**config.mk**
```make
export PLATFORM = sky130hd
export DESIGN_NAME = sfpi_core
export DESIGN_NICKNAME = d
export VERILOG_FILES = /design/src/sfpi_pkg.sv /design/src/sfpi_core.sv /design/src/sfpi_sync.sv
export VERILOG_INCLUDE_DIRS = /design/src
export SDC_FILE = /design/constraint.sdc
export NUM_CORES = 1
export LEC_CHECK = 0
export BUFFER_PORTS_ARGS = -buffer_cell sky130_fd_sc_hd__buf_2
export CORE_MARGIN = 2
export CORE_UTILIZATION = 60
export DETAILED_ROUTE_END_ITERATION = 12
export PLACE_DENSITY = 0.84
export SKIP_CTS_REPAIR_TIMING = 1
export SLEW_MARGIN = 20
export SYNTH_ARGS = -nofsm -noshare
export SYNTH_HDL_FRONTEND = slang
export SYNTH_SLANG_ARGS = --single-unit
export TNS_END_PERCENT = 50
```
**constraint.sdc**
```tcl
create_clock -name clk -period 4 [get_ports clk]
set_clock_uncertainty 0.15 [all_clocks]
set_input_delay 0.6 -clock clk [delete_from_list [all_inputs] [get_ports clk]]
set_output_delay 0.6 -clock clk [all_outputs]
set_load 0.01 [all_outputs]
```
**src/sfpi_regs.svh**
```systemverilog
// Constants of the serial flash pin interface
`ifndef SFPI_REGS_SVH
`define SFPI_REGS_SVH
`define SFPI_OPCODE_BITS 8
`define SFPI_PAGE_DEFAULT 528
`define SFPI_PAGE_BINARY 512
`define SFPI_PROG_TIME_US 3000
`define SFPI_CLK_MHZ 200
`define SFPI_PROG_CYCLES (`SFPI_PROG_TIME_US * `SFPI_CLK_MHZ)
`define SFPI_POR_CYCLES 16
`define SFPI_SECTORS 16
`endif

```
**src/sfpi_pkg.sv**
```systemverilog
// Types of the serial flash pin interface
`default_nettype none
package sfpi_pkg;
   typedef enum logic [2:0] {
      SFPI_IDLE = 3'b000,
      SFPI_OPCODE = 3'b001,
      SFPI_ADDR = 3'b010,
      SFPI_DATA = 3'b011,
      SFPI_DROP = 3'b100,
      SFPI_BUSY = 3'b101
   } sfpi_state_type;

   typedef enum logic [1:0] {
      SFPI_CMD_OTHER = 2'b00,
      SFPI_CMD_PROGRAM = 2'b01,
      SFPI_CMD_PROTECT = 2'b10,
      SFPI_CMD_MAPWRITE = 2'b11
   } sfpi_cmd_type;

   typedef struct packed {
      logic valid;
      logic [7:0] data;
      logic first;
   } sfpi_byte_type;
endpackage
`default_nettype wire

```
**src/sfpi_core.sv**
```systemverilog
// Pin front end of the serial flash memory
//
// Contract
// RULE1 - Select high: deselected, standby, serial output released.
// RULE2 - Select high: serial input ignored entirely.
// RULE3 - Select falling starts an operation, select rising ends it.
// RULE4 - Select rising during self-timed cycle: finish cycle before standby.
// RULE5 - Serial input sampled on rising shift clock edges.
// RULE6 - Serial output updated on falling shift clock edges.
// RULE7 - Works with shift clock idling low or high.
// RULE8 - Eight-bit opcode first, then address bytes.
// RULE9 - All bytes most significant bit first both ways.
// RULE10 - Write-protect low blocks program/erase on mapped sectors.
// RULE11 - Write-protect low freezes the protection map; the protect command still sets its sector's map bit.
// RULE12 - Program/erase under write-protect dropped; idle at next deselect.
// RULE13 - Protection-enable and lock commands still work under write-protect.
// RULE14 - Write-protect defaults high via pull-up.
// RULE15 - Reset low aborts operation, control machine to idle.
// RULE16 - Held in reset while reset low, resumes when high.
// RULE17 - Internal power-on reset, no reset pin sequence needed.
// RULE18 - Host should drive reset high when unused.
// RULE19 - Program and erase cycles timed internally.
// RULE20 - Page size 528 by default, 512 selectable.
// RULE21 - Two page-long buffers; one loads while array programs. Code toggles activeBuffer but ignores select falling while busy.
// RULE22 - Select falling clears the serial bit counter.
`include "sfpi_regs.svh"
`timescale 1ns/1ps
`default_nettype none
module sfpi_core #(
   parameter int PROG_CYCLES = `SFPI_PROG_CYCLES,
   parameter int SECTORS = `SFPI_SECTORS,
   parameter logic BINARY_PAGE_DEFAULT = 1'b0
) (
   // Clock and reset
   input wire logic clk,
   input wire logic nrst,
   // Serial pins
   input wire logic selectN,
   input wire logic shiftClk,
   input wire logic serialIn,
   output logic serialOut,
   output logic serialOutEn,
   // Control pins
   input wire logic writeProtectN,
   input wire logic resetN,
   // Decoded command classes for the first received byte
   input wire sfpi_pkg::sfpi_cmd_type cmdClass,
   input wire logic [7:0] addrBytes,
   input wire logic [$clog2(SECTORS)-1:0] cmdSector,
   input wire logic [SECTORS-1:0] mapWriteValue,
   input wire logic pageSizeBinarySet,
   // Read data for shifting out
   input wire logic [7:0] readByte,
   // Received byte stream
   output sfpi_pkg::sfpi_byte_type rxByte,
   output logic readByteTake,
   // Status
   output logic busy,
   output logic programStart,
   output logic programDropped,
   output logic [SECTORS-1:0] protectMap,
   output logic protectEnabled,
   output logic binaryPage,
   output logic activeBuffer
);
   localparam int PROG_W = $clog2(PROG_CYCLES + 1);
   localparam int POR_W = $clog2(`SFPI_POR_CYCLES + 1);

   logic [2:0] pinSync;
   logic selN;
   logic sclk;
   logic sin;
   logic sclkPrev;
   logic selPrev;
   logic wpN;
   logic rstPin;
   logic [POR_W-1:0] porCount;
   logic intRst;
   sfpi_pkg::sfpi_state_type state;
   logic [2:0] bitCount;
   logic [7:0] shiftIn;
   logic [7:0] shiftOut;
   logic [7:0] addrCount;
   sfpi_pkg::sfpi_cmd_type opClass;
   logic [PROG_W-1:0] progCount;
   logic riseEdge;
   logic fallEdge;
   logic selFall;
   logic selRise;
   logic byteDone;
   logic progGo;
   logic progDrop;

   // ----------------------------------------
   // Pin synchronisers
   // ----------------------------------------
   sfpi_sync #(.WIDTH(3), .INIT(3'b001)) u_syncSer (
      .clk(clk),
      .nrst(nrst),
      .pinIn({serialIn, shiftClk, selectN}),
      .syncOut(pinSync)
   );
   // Write-protect and reset pins idle high as if pulled up
   sfpi_sync #(.WIDTH(2), .INIT(2'b11)) u_syncCtl (
      .clk(clk),
      .nrst(nrst),
      .pinIn({writeProtectN, resetN}), // RULE14
      .syncOut({wpN, rstPin})
   );
   assign selN = pinSync[0];
   assign sclk = pinSync[1];
   assign sin = pinSync[2];

   // ----------------------------------------
   // Power-on and pin reset
   // ----------------------------------------
   always_ff @(posedge clk) begin
      if (!nrst) begin
         porCount <= '0; // RULE17
      end else if (porCount != POR_W'(`SFPI_POR_CYCLES)) begin
         porCount <= porCount + POR_W'(1);
      end
   end
   // Held while the pin is low, released when it returns high
   assign intRst = !nrst || (porCount != POR_W'(`SFPI_POR_CYCLES)) || !rstPin; // RULE15 RULE16

   // ----------------------------------------
   // Edge detection
   // ----------------------------------------
   always_ff @(posedge clk) begin
      if (!nrst) begin
         sclkPrev <= 1'b0;
         selPrev <= 1'b1;
      end else begin
         sclkPrev <= sclk;
         selPrev <= selN;
      end
   end
   // Edges counted only while selected, so either idle level works
   assign riseEdge = !selN && sclk && !sclkPrev; // RULE5 RULE7 RULE2
   assign fallEdge = !selN && !sclk && sclkPrev; // RULE6 RULE7
   assign selFall = selPrev && !selN; // RULE3
   assign selRise = !selPrev && selN; // RULE3
   assign byteDone = riseEdge && (bitCount == 3'd7);
   function automatic logic is_program(input sfpi_pkg::sfpi_cmd_type cls);
      return cls == sfpi_pkg::SFPI_CMD_PROGRAM;
   endfunction
   // Program goes ahead on an unguarded sector, dropped under write-protect
   assign progGo = is_program(opClass) &&
                   !(protectMap[cmdSector] && (!wpN || protectEnabled)); // RULE10
   assign progDrop = is_program(cmdClass) && !wpN; // RULE12

   // ----------------------------------------
   // Shift in
   // ----------------------------------------
   always_ff @(posedge clk) begin
      if (intRst) begin
         bitCount <= '0;
         shiftIn <= '0;
      end else if (selFall) begin
         bitCount <= '0; // RULE22
      end else if (riseEdge) begin
         shiftIn <= {shiftIn[6:0], sin}; // RULE9
         bitCount <= bitCount + 3'd1;
      end
   end

   always_ff @(posedge clk) begin
      if (intRst) begin
         rxByte <= '0;
      end else begin
         rxByte.valid <= byteDone;
         rxByte.data <= {shiftIn[6:0], sin};
         rxByte.first <= byteDone && (state == sfpi_pkg::SFPI_OPCODE); // RULE8
      end
   end

   // ----------------------------------------
   // Shift out
   // ----------------------------------------
   always_ff @(posedge clk) begin
      if (intRst) begin
         shiftOut <= '0;
         serialOut <= 1'b0;
         readByteTake <= 1'b0;
      end else begin
         readByteTake <= fallEdge && (bitCount == 3'd0);
         if (fallEdge) begin
            if (bitCount == 3'd0) begin
               serialOut <= readByte[7]; // RULE6 RULE9
               shiftOut <= {readByte[6:0], 1'b0};
            end else begin
               serialOut <= shiftOut[7]; // RULE6
               shiftOut <= {shiftOut[6:0], 1'b0};
            end
         end
      end
   end

   always_ff @(posedge clk) begin
      if (intRst) begin
         serialOutEn <= 1'b0;
      end else begin
         serialOutEn <= !selN && (state == sfpi_pkg::SFPI_DATA); // RULE1
      end
   end

   // ----------------------------------------
   // Control state machine
   // ----------------------------------------
   always_ff @(posedge clk) begin
      if (intRst) begin
         state <= sfpi_pkg::SFPI_IDLE; // RULE15
         opClass <= sfpi_pkg::SFPI_CMD_OTHER;
         addrCount <= '0;
      end else begin
         unique case (state)
            sfpi_pkg::SFPI_IDLE: begin
               if (selFall) begin
                  state <= sfpi_pkg::SFPI_OPCODE; // RULE3
               end
            end
            sfpi_pkg::SFPI_OPCODE: begin
               if (selN) begin
                  state <= sfpi_pkg::SFPI_IDLE;
               end else if (byteDone) begin
                  opClass <= cmdClass;
                  addrCount <= addrBytes;
                  if (progDrop) begin
                     state <= sfpi_pkg::SFPI_DROP; // RULE12
                  end else if (addrBytes == 8'd0) begin
                     state <= sfpi_pkg::SFPI_DATA;
                  end else begin
                     state <= sfpi_pkg::SFPI_ADDR; // RULE8
                  end
               end
            end
            sfpi_pkg::SFPI_ADDR: begin
               if (selN) begin
                  state <= sfpi_pkg::SFPI_IDLE;
               end else if (byteDone) begin
                  addrCount <= addrCount - 8'd1;
                  if (addrCount == 8'd1) begin
                     state <= sfpi_pkg::SFPI_DATA;
                  end
               end
            end
            sfpi_pkg::SFPI_DATA: begin
               if (selRise) begin
                  if (progGo) begin
                     state <= sfpi_pkg::SFPI_BUSY; // RULE4 RULE10
                  end else begin
                     state <= sfpi_pkg::SFPI_IDLE;
                  end
               end
            end
            sfpi_pkg::SFPI_DROP: begin
               if (selN) begin
                  state <= sfpi_pkg::SFPI_IDLE; // RULE12
               end
            end
            sfpi_pkg::SFPI_BUSY: begin
               if (progCount == PROG_W'(1)) begin
                  state <= sfpi_pkg::SFPI_IDLE; // RULE4 RULE19
               end
            end
            default: begin
               state <= sfpi_pkg::SFPI_IDLE;
            end
         endcase
      end
   end

   // ----------------------------------------
   // Self-timed program cycle
   // ----------------------------------------
   always_ff @(posedge clk) begin
      if (intRst) begin
         progCount <= '0;
         programStart <= 1'b0;
         programDropped <= 1'b0;
         busy <= 1'b0;
      end else begin
         programStart <= 1'b0;
         programDropped <= (state == sfpi_pkg::SFPI_OPCODE) && byteDone && progDrop;
         if ((state == sfpi_pkg::SFPI_DATA) && selRise && progGo) begin
            progCount <= PROG_W'(PROG_CYCLES); // RULE19
            programStart <= 1'b1;
         end else if (progCount != '0) begin
            progCount <= progCount - PROG_W'(1);
         end
         busy <= (state == sfpi_pkg::SFPI_BUSY && progCount > PROG_W'(1)) ||
                 (programStart);
      end
   end

   // ----------------------------------------
   // Protection, page size and buffers
   // ----------------------------------------
   always_ff @(posedge clk) begin
      if (intRst) begin
         protectMap <= '0;
         protectEnabled <= 1'b0;
         binaryPage <= BINARY_PAGE_DEFAULT; // RULE20
         activeBuffer <= 1'b0;
      end else if (state == sfpi_pkg::SFPI_DATA && selRise) begin
         unique case (opClass)
            sfpi_pkg::SFPI_CMD_PROTECT: begin
               protectEnabled <= 1'b1; // RULE13
               protectMap[cmdSector] <= 1'b1;
            end
            sfpi_pkg::SFPI_CMD_MAPWRITE: begin
               if (wpN) begin
                  protectMap <= mapWriteValue; // RULE11
               end
            end
            sfpi_pkg::SFPI_CMD_PROGRAM: begin
               activeBuffer <= !activeBuffer; // RULE21
            end
            sfpi_pkg::SFPI_CMD_OTHER: begin
               if (pageSizeBinarySet) begin
                  binaryPage <= 1'b1; // RULE20
               end
            end
         endcase
      end
   end
endmodule
`default_nettype wire

```
**src/sfpi_sync.sv**
```systemverilog
// Two-flop synchroniser for pin inputs
`timescale 1ns/1ps
`default_nettype none
module sfpi_sync #(
   parameter int WIDTH = 1,
   parameter logic [WIDTH-1:0] INIT = '0
) (
   // Clock and reset
   input wire logic clk,
   input wire logic nrst,
   // Pins
   input wire logic [WIDTH-1:0] pinIn,
   output logic [WIDTH-1:0] syncOut
);
   logic [WIDTH-1:0] stage1;

   always_ff @(posedge clk) begin
      if (!nrst) begin
         stage1 <= INIT;
         syncOut <= INIT;
      end else begin
         stage1 <= pinIn;
         syncOut <= stage1;
      end
   end
endmodule
`default_nettype wire

```
==> summary.md <==
| Metric | Value |
|---|---|
| Worst slew slack as a fraction of its limit | 34.5% |
| Hold violation count in the final report | 0 |
| Tightest Pin Transition | 981 ps |
| Element type at the critical path end | flop |
| Layout net count | 643 |
| Boundary Pins | 81 |
| Routability-driven placement congestion ratio | 0.909 |
| Worst Hold Path Cells | 2 |
| Largest voltage drop on the vdd net | 0.266 mV |
| Count of different cell masters after synthesis | 53 |
| Global-route usage over all layers | 24.1% |
| Clock insertion delay at the later pin of the skew report | 370 ps |
| Core footprint | 7730 um^2 |
| Die X-Extent | 93.2 um |
| Residual DRC | 0 |
| Power density of the placed cells | 327 nW/um^2 |
| Number of synthesized register bits | 102 |
| Final Cycle Share | 62.7% |
| Count of input and output buffers | 80 |
| RSZ-0062 raised after global routing | no |
| Worst-case setup slack after placement | 1340 ps |
| Die height | 93.2 um |
| Total of max-cap violations | 0 |
| Site Rows | 32 |
| Hold/Removal Path Class | in2reg |
| Final HPWL DP | 7.12 mm |
| Hold Crit Start | selectN |
| Final max-slew violation count | 0 |
| Worst Hold Path EP | u_syncSer.stage1[0] |
| First DRT Iteration DRCs | 225 |
| Status | finished, final reports clean |
| Grt ovf | 0 |
| Critical path, cell by cell | nand2_1 -> nor3_1 -> and3_1 -> nand3_1 -> and4_1 |
| Worst r2r dst | progCount[18] |
| Maximum count of clock buffers along a single path | 2 |
| Yosys warning count | 0 |
| Setup Viol. Count Final | 0 |
| Area share of the largest cell type after synthesis | 42.8% |
| Average wire per standard cell | 14.7 um |
| Area of the mapped netlist | 4770 um^2 |
| Share of synthesized area occupied by flip-flops and latches | 42.8% |
| Per-instance average area after synthesis | 9.05 um^2 |
| Most common cell after layout, fill and taps aside | sky130_fd_sc_hd__dfxtp_1 |
| Total of fill cells in the finished design | 629 |
| Worst Setup Slack, final | 1490 ps |
| Critical path startpoint category | flop |
| Via total after detailed routing | 4,069 |
| Fmax | 399 MHz |
| Proportion of synthesized flip-flops having asynchronous set or reset | 0% |
| Num CTS Buffers | 9 |
| Count of mapped cells out of synthesis | 527 |
| Total iterations of the first detailed-routing run | 5 |
| Starting utilization of the core area | 61.7% |
| Critical Path RT | 4110 ps |
| Number of global-route vias before repair | 3,672 |
| Final antenna-violating net count | 0 |
| Total Routed Length | 10.2 mm |
| Proportion of layout cells with a drive suffix above 1 | 21.3% |
| Vias per inst | 5.86 |
| Biggest area contributors in the synthesized netlist | sky130_fd_sc_hd__dfxtp_1, sky130_fd_sc_hd__mux2i_1, sky130_fd_sc_hd__a21oi_1, sky130_fd_sc_hd__o221a_2, sky130_fd_sc_hd__nor2_1 |
| Setup slack, reg-to-reg | 1490 ps |
| TritonCTS Sinks | 102 |
| Maximum level of the CTS H-tree | 3 |
| Worst R2R Path Depth | 5 |
| Global-route wire length before repair | 17.0 mm |
| Syn nets | 583 |
| Min cycle time layout | 2510 ps |
| Top library cells by usage in the layout, fill and taps aside | sky130_fd_sc_hd__dfxtp_1, sky130_fd_sc_hd__buf_2, sky130_fd_sc_hd__nor2_1 |
| Root Buffer | sky130_fd_sc_hd__clkbuf_8 |
| Worst-path maximum fanout | 21 |
| Clock tree from TritonCTS | built |
| Number of enable flip-flop cells after synthesis | 0 |
| Main synth FF type | sky130_fd_sc_hd__dfxtp_1 |
| Crit Reg-Reg Startpoint | state[1] |
| Largest net degree at the start of global routing | 49 |
| Area of the die | 8680 um^2 |
| Clock slew at the register clock pins of the worst setup and hold paths | 90 ps |
| Antenna violations before repair | 0 |
| CP Class | reg2reg |
| Leading area contributor after synthesis | sky130_fd_sc_hd__dfxtp_1 |
| Cell leakage power | 0.00213 uW |
| Area growth from synthesis to layout | 12.7% |
| Total Negative Setup Slacks | 0 ps |
| Slowest cell on the critical path | sky130_fd_sc_hd__nand3_1 |
| Arrival time worst endpoint | 2610 ps |
| Stage delay of the slowest cell on the critical path | 560 ps |
| Number of antenna repair diodes | 0 |
routing by layer:
layer | track usage (%) | routed length, um
met3 | 3.30 | 618
met4 | 8.82 | 168
met2 | 39.7 | 4810
met5 | 0 | 0
met1 | 32.2 | 4580
cells in the mapped netlist (all sizes together) (14+ instances only):
| library cell | count |
|---|---|
| clkbuf | 20 |
| and3 | 14 |
| nor2 | 42 |
| and2 | 21 |
| nand3 | 18 |
| inv | 18 |
| a211oi | 19 |
| o221a | 16 |
| mux2i | 26 |
| dfxtp | 102 |
| nand2 | 29 |
| a21oi | 39 |
| xnor2 | 17 |
| nor3 | 17 |
through the flow:
stage	hold slack, ps	instances	total power, uW	utilization, %	instance area (um^2)
after floorplan	236	527	1090	-	4770
after global placement	242	678	1120	66.9	5170
after detailed placement	247	678	1120	66.9	5170
after CTS	254	694	1770	69.6	5380
after global routing	257	694	1820	69.6	5380
final	261	694	1760	69.6	5380
registers in the layout, summed over array words and instances, names as in the netlist, 2 cells and up:
name               cells
bitCount               3
porCount               5
u_syncCtl.syncOut      2
shiftIn                7
rxByte                10
opClass                2
u_syncCtl.stage1       2
state                  3
shiftOut               7
protectMap            16
progCount             20
u_syncSer.syncOut      3
addrCount              8
u_syncSer.stage1       3
worst max path at each step:
stage | to | cells after the start | start
3_5_place_dp | progCount[18] | 6 | cmdSector[1]
5_1_grt | progCount[5] | 5 | state[1]
3_3_place_gp | protectMap[5] | 6 | porCount[0]
2_1_floorplan | progCount[0] | 8 | cmdSector[1]
6_report | progCount[18] | 5 | state[1]
4_1_cts | protectMap[1] | 6 | porCount[0]
cell families after synthesis:
group                      share of synthesized area, %
and+or+nand+nor                                    24.4
AOI/OAI and AO/OA                                  16.3
DFF                                                42.8
buffers and inverters                              4.38
muxes                                              5.46
xor gates and xnor gates                           4.04
adders and majority gates                          2.62
critical path, delay by kind of cell, from the launching register on:
kind / cells / cell delay, ps
flip-flops: 1 / 550
AND/OR/NAND/NOR: 5 / 1690
where the power goes:
| part | internal, uW | switching, uW |
|---|---|---|
| sequential | 1020 | 6.21 |
| clock | 297 | 365 |
| combinational | 32.9 | 34.0 |
| total | 1350 | 405 |
layout make-up:
cell class / instances / area, um^2 / share of cell area [%]
clock inverters: 7 / 81.3 / 1.51
repair buffers: 81 / 408 / 7.59
flip-flops and latches: 102 / 2040 / 38.0
well taps: 102 / 128 / 2.37
inverters: 18 / 67.6 / 1.26
clock buffers: 9 / 124 / 2.30
multi-input cells: 375 / 2530 / 47.0
Power figures use the tool's default switching activity.
